$ cat src/logic/nvsc_pkg.sv
package nvsc_pkg;
	// ====================================================
	// Bus geometry
	localparam int ADDR_W = 17;
	localparam int DATA_W = 8;
	localparam int MATCH_W = 16;
	// ====================================================
	// Command sequence addresses, low 16 bits only
	localparam logic [15:0] SEQ_A1 = 16'h4e38;
	localparam logic [15:0] SEQ_A2 = 16'hb1c7;
	localparam logic [15:0] SEQ_A3 = 16'h83e0;
	localparam logic [15:0] SEQ_A4 = 16'h7c1f;
	localparam logic [15:0] SEQ_A5 = 16'h703f;
	localparam logic [15:0] SEQ_STORE = 16'h8fc0;
	localparam logic [15:0] SEQ_RECALL = 16'h4c63;
	// ====================================================
	// Timing, clock 50 MHz
	localparam int CLK_MHZ = 50;
	localparam int CLK_NS = 20;
	localparam int ACCESS_NS = 60;
	localparam int ACCESS_CYC = (ACCESS_NS + CLK_NS - 1) / CLK_NS;
	localparam int HW_STORE_PULSE_MIN_NS = 15;
	localparam int HW_STORE_PULSE_CYC = (HW_STORE_PULSE_MIN_NS + CLK_NS - 1) / CLK_NS;
	localparam int SOFT_COMMAND_LATENCY_US = 70;
	localparam int SOFT_COMMAND_LATENCY_CYC = SOFT_COMMAND_LATENCY_US * CLK_MHZ;
	localparam int HW_STORE_GRACE_TIME_US = 70;
	localparam int HW_STORE_GRACE_CYC = HW_STORE_GRACE_TIME_US * CLK_MHZ;
	localparam int STORE_DURATION_US_COM = 12500;
	localparam int STORE_DURATION_US_IND = 15000;
	localparam int STORE_DURATION_CYC = STORE_DURATION_US_IND * CLK_MHZ;
	localparam int SOFT_RECALL_DURATION_US = 100;
	localparam int SOFT_RECALL_CYC = SOFT_RECALL_DURATION_US * CLK_MHZ;
	localparam int POWERUP_RECALL_DURATION_MS = 40;
	localparam int POWERUP_RECALL_CYC = POWERUP_RECALL_DURATION_MS * 1000 * CLK_MHZ;
	localparam int CNT_W = 32;
	// ====================================================
	// Command codes
	typedef enum logic [1:0] {
		NVSC_CMD_READ = 2'b00,
		NVSC_CMD_WRITE = 2'b01,
		NVSC_CMD_STORE = 2'b10,
		NVSC_CMD_RECALL = 2'b11
	} nvsc_cmd_e;
endpackage

$ cat src/logic/nvsc_host.sv
// Function
// - Host keeps busy pin released during accesses
// - Write strobe held high over all six steps
// - Six addresses issued consecutively in order
// - Busy request held low at least 15 ns
`timescale 1ns/1ns
`default_nettype none
module nvsc_host
	import nvsc_pkg::*;
#(
	parameter int STORE_CYC = STORE_DURATION_CYC,
	parameter int RECALL_CYC = SOFT_RECALL_CYC,
	parameter int PWRUP_CYC = POWERUP_RECALL_CYC,
	parameter int LATENCY_CYC = SOFT_COMMAND_LATENCY_CYC,
	parameter int GRACE_CYC = HW_STORE_GRACE_CYC
) (
	input wire logic ref_clk,
	input wire logic rst,
	input wire logic clkEn,
	input wire logic reqValid,
	input wire nvsc_pkg::nvsc_cmd_e reqCmd,
	input wire logic [nvsc_pkg::ADDR_W-1:0] reqAddr,
	input wire logic [nvsc_pkg::DATA_W-1:0] reqWdata,
	input wire logic hwStoreReq,
	input wire logic supplyOk,
	output logic reqReady,
	output logic rspValid,
	output logic [nvsc_pkg::DATA_W-1:0] rspRdata,
	output logic nvBusy,
	output logic chipSelN,
	output logic writeN,
	output logic outEnN,
	output logic [nvsc_pkg::ADDR_W-1:0] memAddr,
	output logic [nvsc_pkg::DATA_W-1:0] dqOut,
	output logic dqOe,
	input wire logic [nvsc_pkg::DATA_W-1:0] dqIn,
	output logic storeRequestBusyNOut,
	output logic storeRequestBusyNOe,
	input wire logic storeRequestBusyNIn
);
	import nvsc_pkg::*;
	typedef enum logic [3:0] {
		S_PWRUP = 4'h0,
		S_IDLE = 4'h1,
		S_ACC = 4'h2,
		S_GAP = 4'h3,
		S_SEQ = 4'h4,
		S_SEQGAP = 4'h5,
		S_WAITNV = 4'h6,
		S_HWREQ = 4'h7,
		S_HWWAIT = 4'h8
	} nvsc_state_e;
	// ====================================================
	// Pin synchronisers
	logic [DATA_W-1:0] dqMeta_q, dqSync_q;
	logic busyMeta_q, busySync_q;
	always_ff @(posedge ref_clk) begin
		if (clkEn) begin
			dqMeta_q <= dqIn;
			dqSync_q <= dqMeta_q;
			busyMeta_q <= storeRequestBusyNIn;
			busySync_q <= busyMeta_q;
		end
	end

	// ====================================================
	// Main sequencer
	nvsc_state_e state_q, state_d;
	logic [CNT_W-1:0] cnt_q, cnt_d;
	logic [2:0] step_q, step_d;
	nvsc_cmd_e cmd_q, cmd_d;
	logic [ADDR_W-1:0] addr_q, addr_d;
	logic [DATA_W-1:0] wdata_q, wdata_d, rdata_q, rdata_d;
	logic dirty_q, dirty_d, rspV_q, rspV_d, hwPend_q, hwPend_d;
	logic csN_q, csN_d, wN_q, wN_d, oeN_q, oeN_d, dqOe_q, dqOe_d, hsbOe_q, hsbOe_d;
	logic [15:0] seqAddr;
	// Sequence address for the current step
	always_comb begin
		unique case (step_q)
			3'd0: seqAddr = SEQ_A1;
			3'd1: seqAddr = SEQ_A2;
			3'd2: seqAddr = SEQ_A3;
			3'd3: seqAddr = SEQ_A4;
			3'd4: seqAddr = SEQ_A5;
			default: seqAddr = (cmd_q == NVSC_CMD_STORE) ? SEQ_STORE : SEQ_RECALL;
		endcase
	end
	// Next-state logic
	always_comb begin
		state_d = state_q;
		cnt_d = cnt_q;
		step_d = step_q;
		cmd_d = cmd_q;
		addr_d = addr_q;
		wdata_d = wdata_q;
		rdata_d = rdata_q;
		dirty_d = dirty_q;
		rspV_d = 1'b0;
		hwPend_d = hwPend_q | hwStoreReq;
		csN_d = csN_q;
		wN_d = wN_q;
		oeN_d = oeN_q;
		dqOe_d = dqOe_q;
		hsbOe_d = hsbOe_q;
		unique case (state_q)
			S_PWRUP: begin
				// Power-up recall window restarts while supply is low
				if (!supplyOk) begin
					cnt_d = '0;
				end else if (cnt_q >= CNT_W'(PWRUP_CYC)) begin
					state_d = S_IDLE;
					dirty_d = 1'b0;
				end else begin
					cnt_d = cnt_q + 1'b1;
				end
			end
			S_IDLE: begin
				cnt_d = '0;
				if (!supplyOk) begin
					state_d = S_PWRUP; // Low supply blocks access
				end else if (hwPend_q) begin
					// Store request only worth issuing when data changed
					hwPend_d = hwStoreReq; // A fresh request in this cycle wins
					if (dirty_q) begin
						hsbOe_d = 1'b1;
						state_d = S_HWREQ;
					end
				end else if (busySync_q == 1'b0) begin
					state_d = S_HWWAIT; // Device busy on its own store
				end else if (reqValid) begin
					cmd_d = reqCmd;
					addr_d = reqAddr;
					wdata_d = reqWdata;
					if (reqCmd == NVSC_CMD_READ || reqCmd == NVSC_CMD_WRITE) begin
						state_d = S_ACC;
						csN_d = 1'b0;
						wN_d = (reqCmd != NVSC_CMD_WRITE);
						oeN_d = (reqCmd == NVSC_CMD_WRITE); // Avoid contention on writes
						dqOe_d = (reqCmd == NVSC_CMD_WRITE);
						if (reqCmd == NVSC_CMD_WRITE) begin
							dirty_d = 1'b1;
						end
					end else begin
						// Six reads with write strobe high
						step_d = 3'd0;
						state_d = S_SEQGAP;
					end
				end
			end
			S_ACC: begin
				cnt_d = cnt_q + 1'b1;
				if (cnt_q == CNT_W'(ACCESS_CYC - 1)) begin
					rdata_d = dqSync_q;
					csN_d = 1'b1; // Deselect floats the bus
					wN_d = 1'b1;
					oeN_d = 1'b1;
					dqOe_d = 1'b0;
					cnt_d = '0;
					state_d = S_GAP;
				end
			end
			S_GAP: begin
				rspV_d = 1'b1;
				state_d = S_IDLE;
			end
			S_SEQGAP: begin
				// Select falls here, giving the step's sampling edge
				addr_d = {1'b0, seqAddr};
				csN_d = 1'b0;
				oeN_d = 1'b0;
				wN_d = 1'b1;
				cnt_d = '0;
				state_d = S_SEQ;
			end
			S_SEQ: begin
				cnt_d = cnt_q + 1'b1;
				if (cnt_q == CNT_W'(ACCESS_CYC - 1)) begin
					csN_d = 1'b1;
					oeN_d = 1'b1;
					cnt_d = '0;
					if (step_q == 3'd5) begin
						// Final step: bus is floating, no data taken
						state_d = S_WAITNV;
						if (cmd_q == NVSC_CMD_STORE) begin
							dirty_d = 1'b0;
						end
					end else begin
						step_d = step_q + 1'b1; // No writes interleaved
						state_d = S_SEQGAP;
					end
				end
			end
			S_WAITNV: begin
				// Latency plus operation time, I/O held off
				cnt_d = cnt_q + 1'b1;
				if (cmd_q == NVSC_CMD_RECALL) begin
					dirty_d = 1'b0;
				end
				if (cnt_q >= CNT_W'(LATENCY_CYC + ((cmd_q == NVSC_CMD_STORE) ? STORE_CYC : RECALL_CYC))) begin
					rspV_d = 1'b1;
					state_d = S_IDLE;
				end
			end
			S_HWREQ: begin
				// Release after the minimum pulse, then wait out grace
				cnt_d = cnt_q + 1'b1;
				if (cnt_q == CNT_W'(HW_STORE_PULSE_CYC)) begin
					hsbOe_d = 1'b0;
				end
				if (cnt_q >= CNT_W'(GRACE_CYC)) begin
					cnt_d = '0;
					dirty_d = 1'b0;
					state_d = S_HWWAIT;
				end
			end
			S_HWWAIT: begin
				// Busy pin released marks the end of the store
				cnt_d = cnt_q + 1'b1;
				if (busySync_q || cnt_q >= CNT_W'(STORE_CYC)) begin
					cnt_d = '0;
					state_d = S_IDLE;
				end
			end
			default: begin
				state_d = S_IDLE;
			end
		endcase
	end
	// State registers
	always_ff @(posedge ref_clk) begin
		if (rst) begin
			state_q <= S_PWRUP;
			cmd_q <= NVSC_CMD_READ;
			{cnt_q, step_q, addr_q, wdata_q, rdata_q} <= '0;
			{csN_q, wN_q, oeN_q} <= 3'h7; // Strobes idle high
			{dirty_q, rspV_q, hwPend_q, dqOe_q, hsbOe_q} <= 5'h00;
		end else if (clkEn) begin
			state_q <= state_d;
			cnt_q <= cnt_d;
			step_q <= step_d;
			cmd_q <= cmd_d;
			addr_q <= addr_d;
			wdata_q <= wdata_d;
			rdata_q <= rdata_d;
			dirty_q <= dirty_d;
			rspV_q <= rspV_d;
			hwPend_q <= hwPend_d;
			csN_q <= csN_d;
			wN_q <= wN_d;
			oeN_q <= oeN_d;
			dqOe_q <= dqOe_d;
			hsbOe_q <= hsbOe_d;
		end
	end

	// ====================================================
	// Outputs, registered
	logic ready_q, busy_q;
	always_ff @(posedge ref_clk) begin
		if (rst) begin
			{ready_q, busy_q} <= 2'h1;
		end else if (clkEn) begin
			ready_q <= (state_d == S_IDLE) && !hwPend_d;
			busy_q <= (state_d != S_IDLE);
		end
	end

	assign reqReady = ready_q;
	assign nvBusy = busy_q;
	assign rspValid = rspV_q;
	assign rspRdata = rdata_q;
	assign chipSelN = csN_q;
	assign writeN = wN_q;
	assign outEnN = oeN_q;
	assign memAddr = addr_q;
	assign dqOut = wdata_q;
	assign dqOe = dqOe_q;
	assign storeRequestBusyNOut = 1'b0; // Open drain: only ever pulls low
	assign storeRequestBusyNOe = hsbOe_q;
endmodule
`default_nettype wire

$ cat config.mk
export PLATFORM = sky130hd
export DESIGN_NAME = nvsc_host
export DESIGN_NICKNAME = d
export VERILOG_FILES = /design/src/logic/nvsc_pkg.sv /design/src/logic/nvsc_host.sv
export SDC_FILE = /design/constraint.sdc
export NUM_CORES = 1
export LEC_CHECK = 0
export ABC_AREA = 1
export BUFFER_PORTS_ARGS = -buffer_cell sky130_fd_sc_hd__buf_2
export CAP_MARGIN = 0
export CORE_MARGIN = 2
export CORE_UTILIZATION = 45
export CTS_CLUSTER_DIAMETER = 200
export DETAILED_ROUTE_END_ITERATION = 12
export PLACE_DENSITY_LB_ADDON = 0.25
export SLEW_MARGIN = 20
export SYNTH_ARGS = -nofsm -noshare
export SYNTH_HDL_FRONTEND = slang
export SYNTH_SLANG_ARGS = --single-unit
$ cat constraint.sdc
create_clock -name ref_clk -period 3.91 [get_ports ref_clk]
set_clock_uncertainty 0.1 [all_clocks]
set_input_delay 0.391 -clock ref_clk [delete_from_list [all_inputs] [get_ports ref_clk]]
set_output_delay 0.391 -clock ref_clk [all_outputs]
set_load 0.03 [all_outputs]
==> out/qor.yml <==
cts:
  cts-htree-levels: 3
  postCtsSetupRepairBufs: 0
  cts.path.max_buffers: 2
  insertion_delay_ns: 0.36
  path_clk_slew_ns: 0.08
  cts.repair.resized: 0
  cts_tree: "built"
  cts.sinks: 102
  cts-buffers-inserted: 9
  cts-root-buf: "clkbuf_16"
  holdBufCountCts: 0
sta:
  fmax_mhz: 379
  fin_crit_ns: 2.64
  rsz0062_at_grt: "false"
  worstMarginPinSlew_ns: 0.675
  setup_viol: 0
  fin_crit_sh_pct: 67.5
  slew_violations: 0
  fin_setup_tns_ns: 0
  hold_viol_final: 0
  slew_headroom_pct: 55.0
synth:
  syn-mean-instance-area_sq_um: 7.21
  synthArstFlopShare_pct: 0
  syn_area_sq_um: 5870
  synth.net_count: 877
  synth_most_common_cell: "nand2_1"
  synth_area_leader_cell: "dfxtp_1"
  synthTopCellsByCount: "nand2_1 (174), nor2_1 (108), dfxtp_1 (84), inv_1 (74), o21ai_0 (59)"
  synth_edf_count: 18
  synth-seq-cells: 102
  synth_seq_area_share_pct: 37.8
  synth.distinct_cells: 47
  synthCells: 815
  synthTopCellsByArea: "dfxtp_1 (29%), nand2_1 (11%), edfxtp_1 (9.2%)"
  yosys_warnings: 0
  ys.flop_type: "dfxtp_1"
  yosys.area.top_type_share_pct: 28.6
grt:
  grt_util_all_layers_pct: 21.5
  grt_pass1_wl_um: 24600
  antenna_found_initial: 0
  first_global_vias: 5089
  grt_overflow: 0
  grt_max_degree: 28
floorplanning:
  coreArea_sq_um: 12700
  rows: 41
  ioPinCount: 84
  die_x_um: 118
  die_y_um: 118
  start_util_pct: 46.4
  die-area_sq_um: 14000
power_and_ir_drop:
  total_power_w: 0.00247
  ir_drop_v: 0.000182
  p_leak_nw: 2.95
  powerDensity_nw_per_um2: 370
routing:
  vias: 5448
  drt_iter0_markers: 433
  drc: 0
  vias_per_cell: 5.13
  ant_nets: 0
  wl_um: 14600
  wl_per_cell_um: 13.8
  drtPass1Iterations: 6
flow_run:
  drv_cap: 0
setup_path:
  cp-start-kind: "register"
  critPathMaxFanout: 23
  crit_buf_inv: 3
  slowest_delay_ns: 0.55
  cp_common_cell: "nand2_2"
  crit_family: "simple AND/OR/NAND/NOR gates"
  crit_path_cell_trace: "inv_4, nand2_4, inv_2, nand2_1, nand2_2, nor2_4, nand2_2, nand3_4, inv_2, nand2_2, nand2_4, a21oi_1"
  crit_slowest_cell: "dfxtp_1"
  end_kind: "register"
  worst_ep_arrival_time_ns: 2.82
  critical_path_required_ns: 4.09
  worstSetupPathType: "reg2reg"
min_path:
  holdCritPathClass: "in2reg"
run_status:
  outcome: "finished clean"
cells_and_area:
  register_area_sq_um: 2220
  area_growth_pct: 13.4
  diodes: 0
  finish.net_count: 946
  n_fill_cell: 1236
  drive_above_1_share_pct: 18.6
  multi_input_area_sq_um: 3140
place:
  portBuffers: 82
  gp_congestion: 0.935
  dpl.hpwl_um: 11100
==> kinds of logic after synthesis <==
| family | Yosys count | synth area share, % |
|---|---|---|
| fa+ha+maj | 20 | 4.26 |
| compound gates | 145 | 13.3 |
| buf+inv | 115 | 8.65 |
| xor+xnor | 21 | 3.13 |
| flops | 102 | 37.8 |
| simple gates | 411 | 32.7 |
| other cells | 1 | 0.0638 |
==> flip-flops by register name, indices dropped and copies added (netlist names) <==
| name | count |
|---|---|
| nvBusy | 1 |
| rspRdata | 8 |
| reqReady | 1 |
| memAddr | 17 |
| rspValid | 1 |
| outEnN | 1 |
| cmd_q | 2 |
| cnt_q | 32 |
| state_q | 4 |
| storeRequestBusyNOe | 1 |
| step_q | 3 |
| busySync_q | 1 |
| dqOut | 8 |
| hwPend_q | 1 |
| busyMeta_q | 1 |
| writeN | 1 |
| chipSelN | 1 |
| dqMeta_q | 8 |
| dqSync_q | 8 |
| dirty_q | 1 |
| dqOe | 1 |
==> stage by stage <==
stage               instance area (sq um)  setup slack [ns]  utilization [%]  std cells  hold WS, ns
floorplan                            5870              1.85                -        815        0.300
global placement                     6340              1.34             50.1       1045        0.302
detailed placement                   6340              1.30             50.1       1045        0.305
CTS                                  6660              1.28             52.6       1061       0.0897
global route                         6660              1.06             52.6       1061       0.0972
finish                               6660              1.27             52.6       1061        0.101
==> final cells by class <==
class                           count  share of cell area, %
Clock buffer                        9                   3.38
Clock inverter                      7                   1.41
Inverter                           89                   5.05
Multi-Input combinational cell    598                   47.2
Sequential cell                   102                   33.4
Tap cell                          172                   3.23
Timing Repair Buffer               84                   6.38
==> report_power, final <==
group / switching [W] / internal (W)
combinational: 0.000272 / 0.000118
sequential: 0.0000325 / 0.00111
clock: 0.000463 / 0.000466
total: 0.000767 / 0.00170
==> routing by layer <==
| metal | vias up | global-route usage (%) | share of wire [%] |
|---|---|---|---|
| li1 | 2833 | - | - |
| met2 | 157 | 33.2 | 45 |
| met4 | 0 | 7.15 | 1.8 |
| met5 | - | 0 | 0 |
| met1 | 2439 | 30.3 | 48 |
| met3 | 19 | 3.52 | 5.4 |
==> worst register-to-register path, cell delays in order (launching register included) <==
cell	delay, ns
dfxtp_1	0.55
inv_4	0.10
nand2_4	0.10
inv_2	0.05
nand2_1	0.09
nand2_2	0.10
nor2_4	0.23
nand2_2	0.11
nand3_4	0.28
inv_2	0.26
nand2_2	0.16
nand2_4	0.20
a21oi_1	0.23
==> cell usage in the layout (no fill, tap or decap), types with 3 or more instances in the layout <==
| cell | netlist | layout |
|---|---|---|
| xnor2_1 | 5 | 5 |
| nor4_1 | 4 | 4 |
| clkinv_8 | 0 | 3 |
| nand2_2 | 6 | 6 |
| inv_1 | 74 | 74 |
| clkbuf_16 | 0 | 9 |
| nand2_1 | 174 | 174 |
| a21oi_1 | 58 | 58 |
| edfxtp_1 | 18 | 18 |
| nor2_4 | 7 | 7 |
| nand2_4 | 3 | 3 |
| nor3_2 | 6 | 6 |
| o21ai_0 | 59 | 59 |
| a31oi_1 | 9 | 9 |
| nand3_2 | 4 | 4 |
| dfxtp_1 | 84 | 84 |
| nand3_1 | 35 | 35 |
| nor2_1 | 108 | 108 |
| xor2_1 | 16 | 16 |
| nor2_2 | 19 | 19 |
| o211ai_1 | 6 | 6 |
| ha_1 | 20 | 20 |
| inv_2 | 12 | 12 |
| buf_2 | 4 | 82 |
| nor3_1 | 15 | 15 |
| a211oi_1 | 3 | 3 |
| nand4_1 | 21 | 21 |
==> path summary, 6_finish.rpt <==
kind	from	end	slack, ns	cells past startpoint
setup / recovery	state_q[1]	cnt_q[1]	1.27	12
hold / removal	dqIn[0]	dqMeta_q[0]	0.10	1
setup reg to reg	state_q[1]	cnt_q[1]	1.27	12
hold reg to reg	dqMeta_q[7]	dqSync_q[7]	0.32	0
Note: power is estimated with default switching activity, not from simulation.
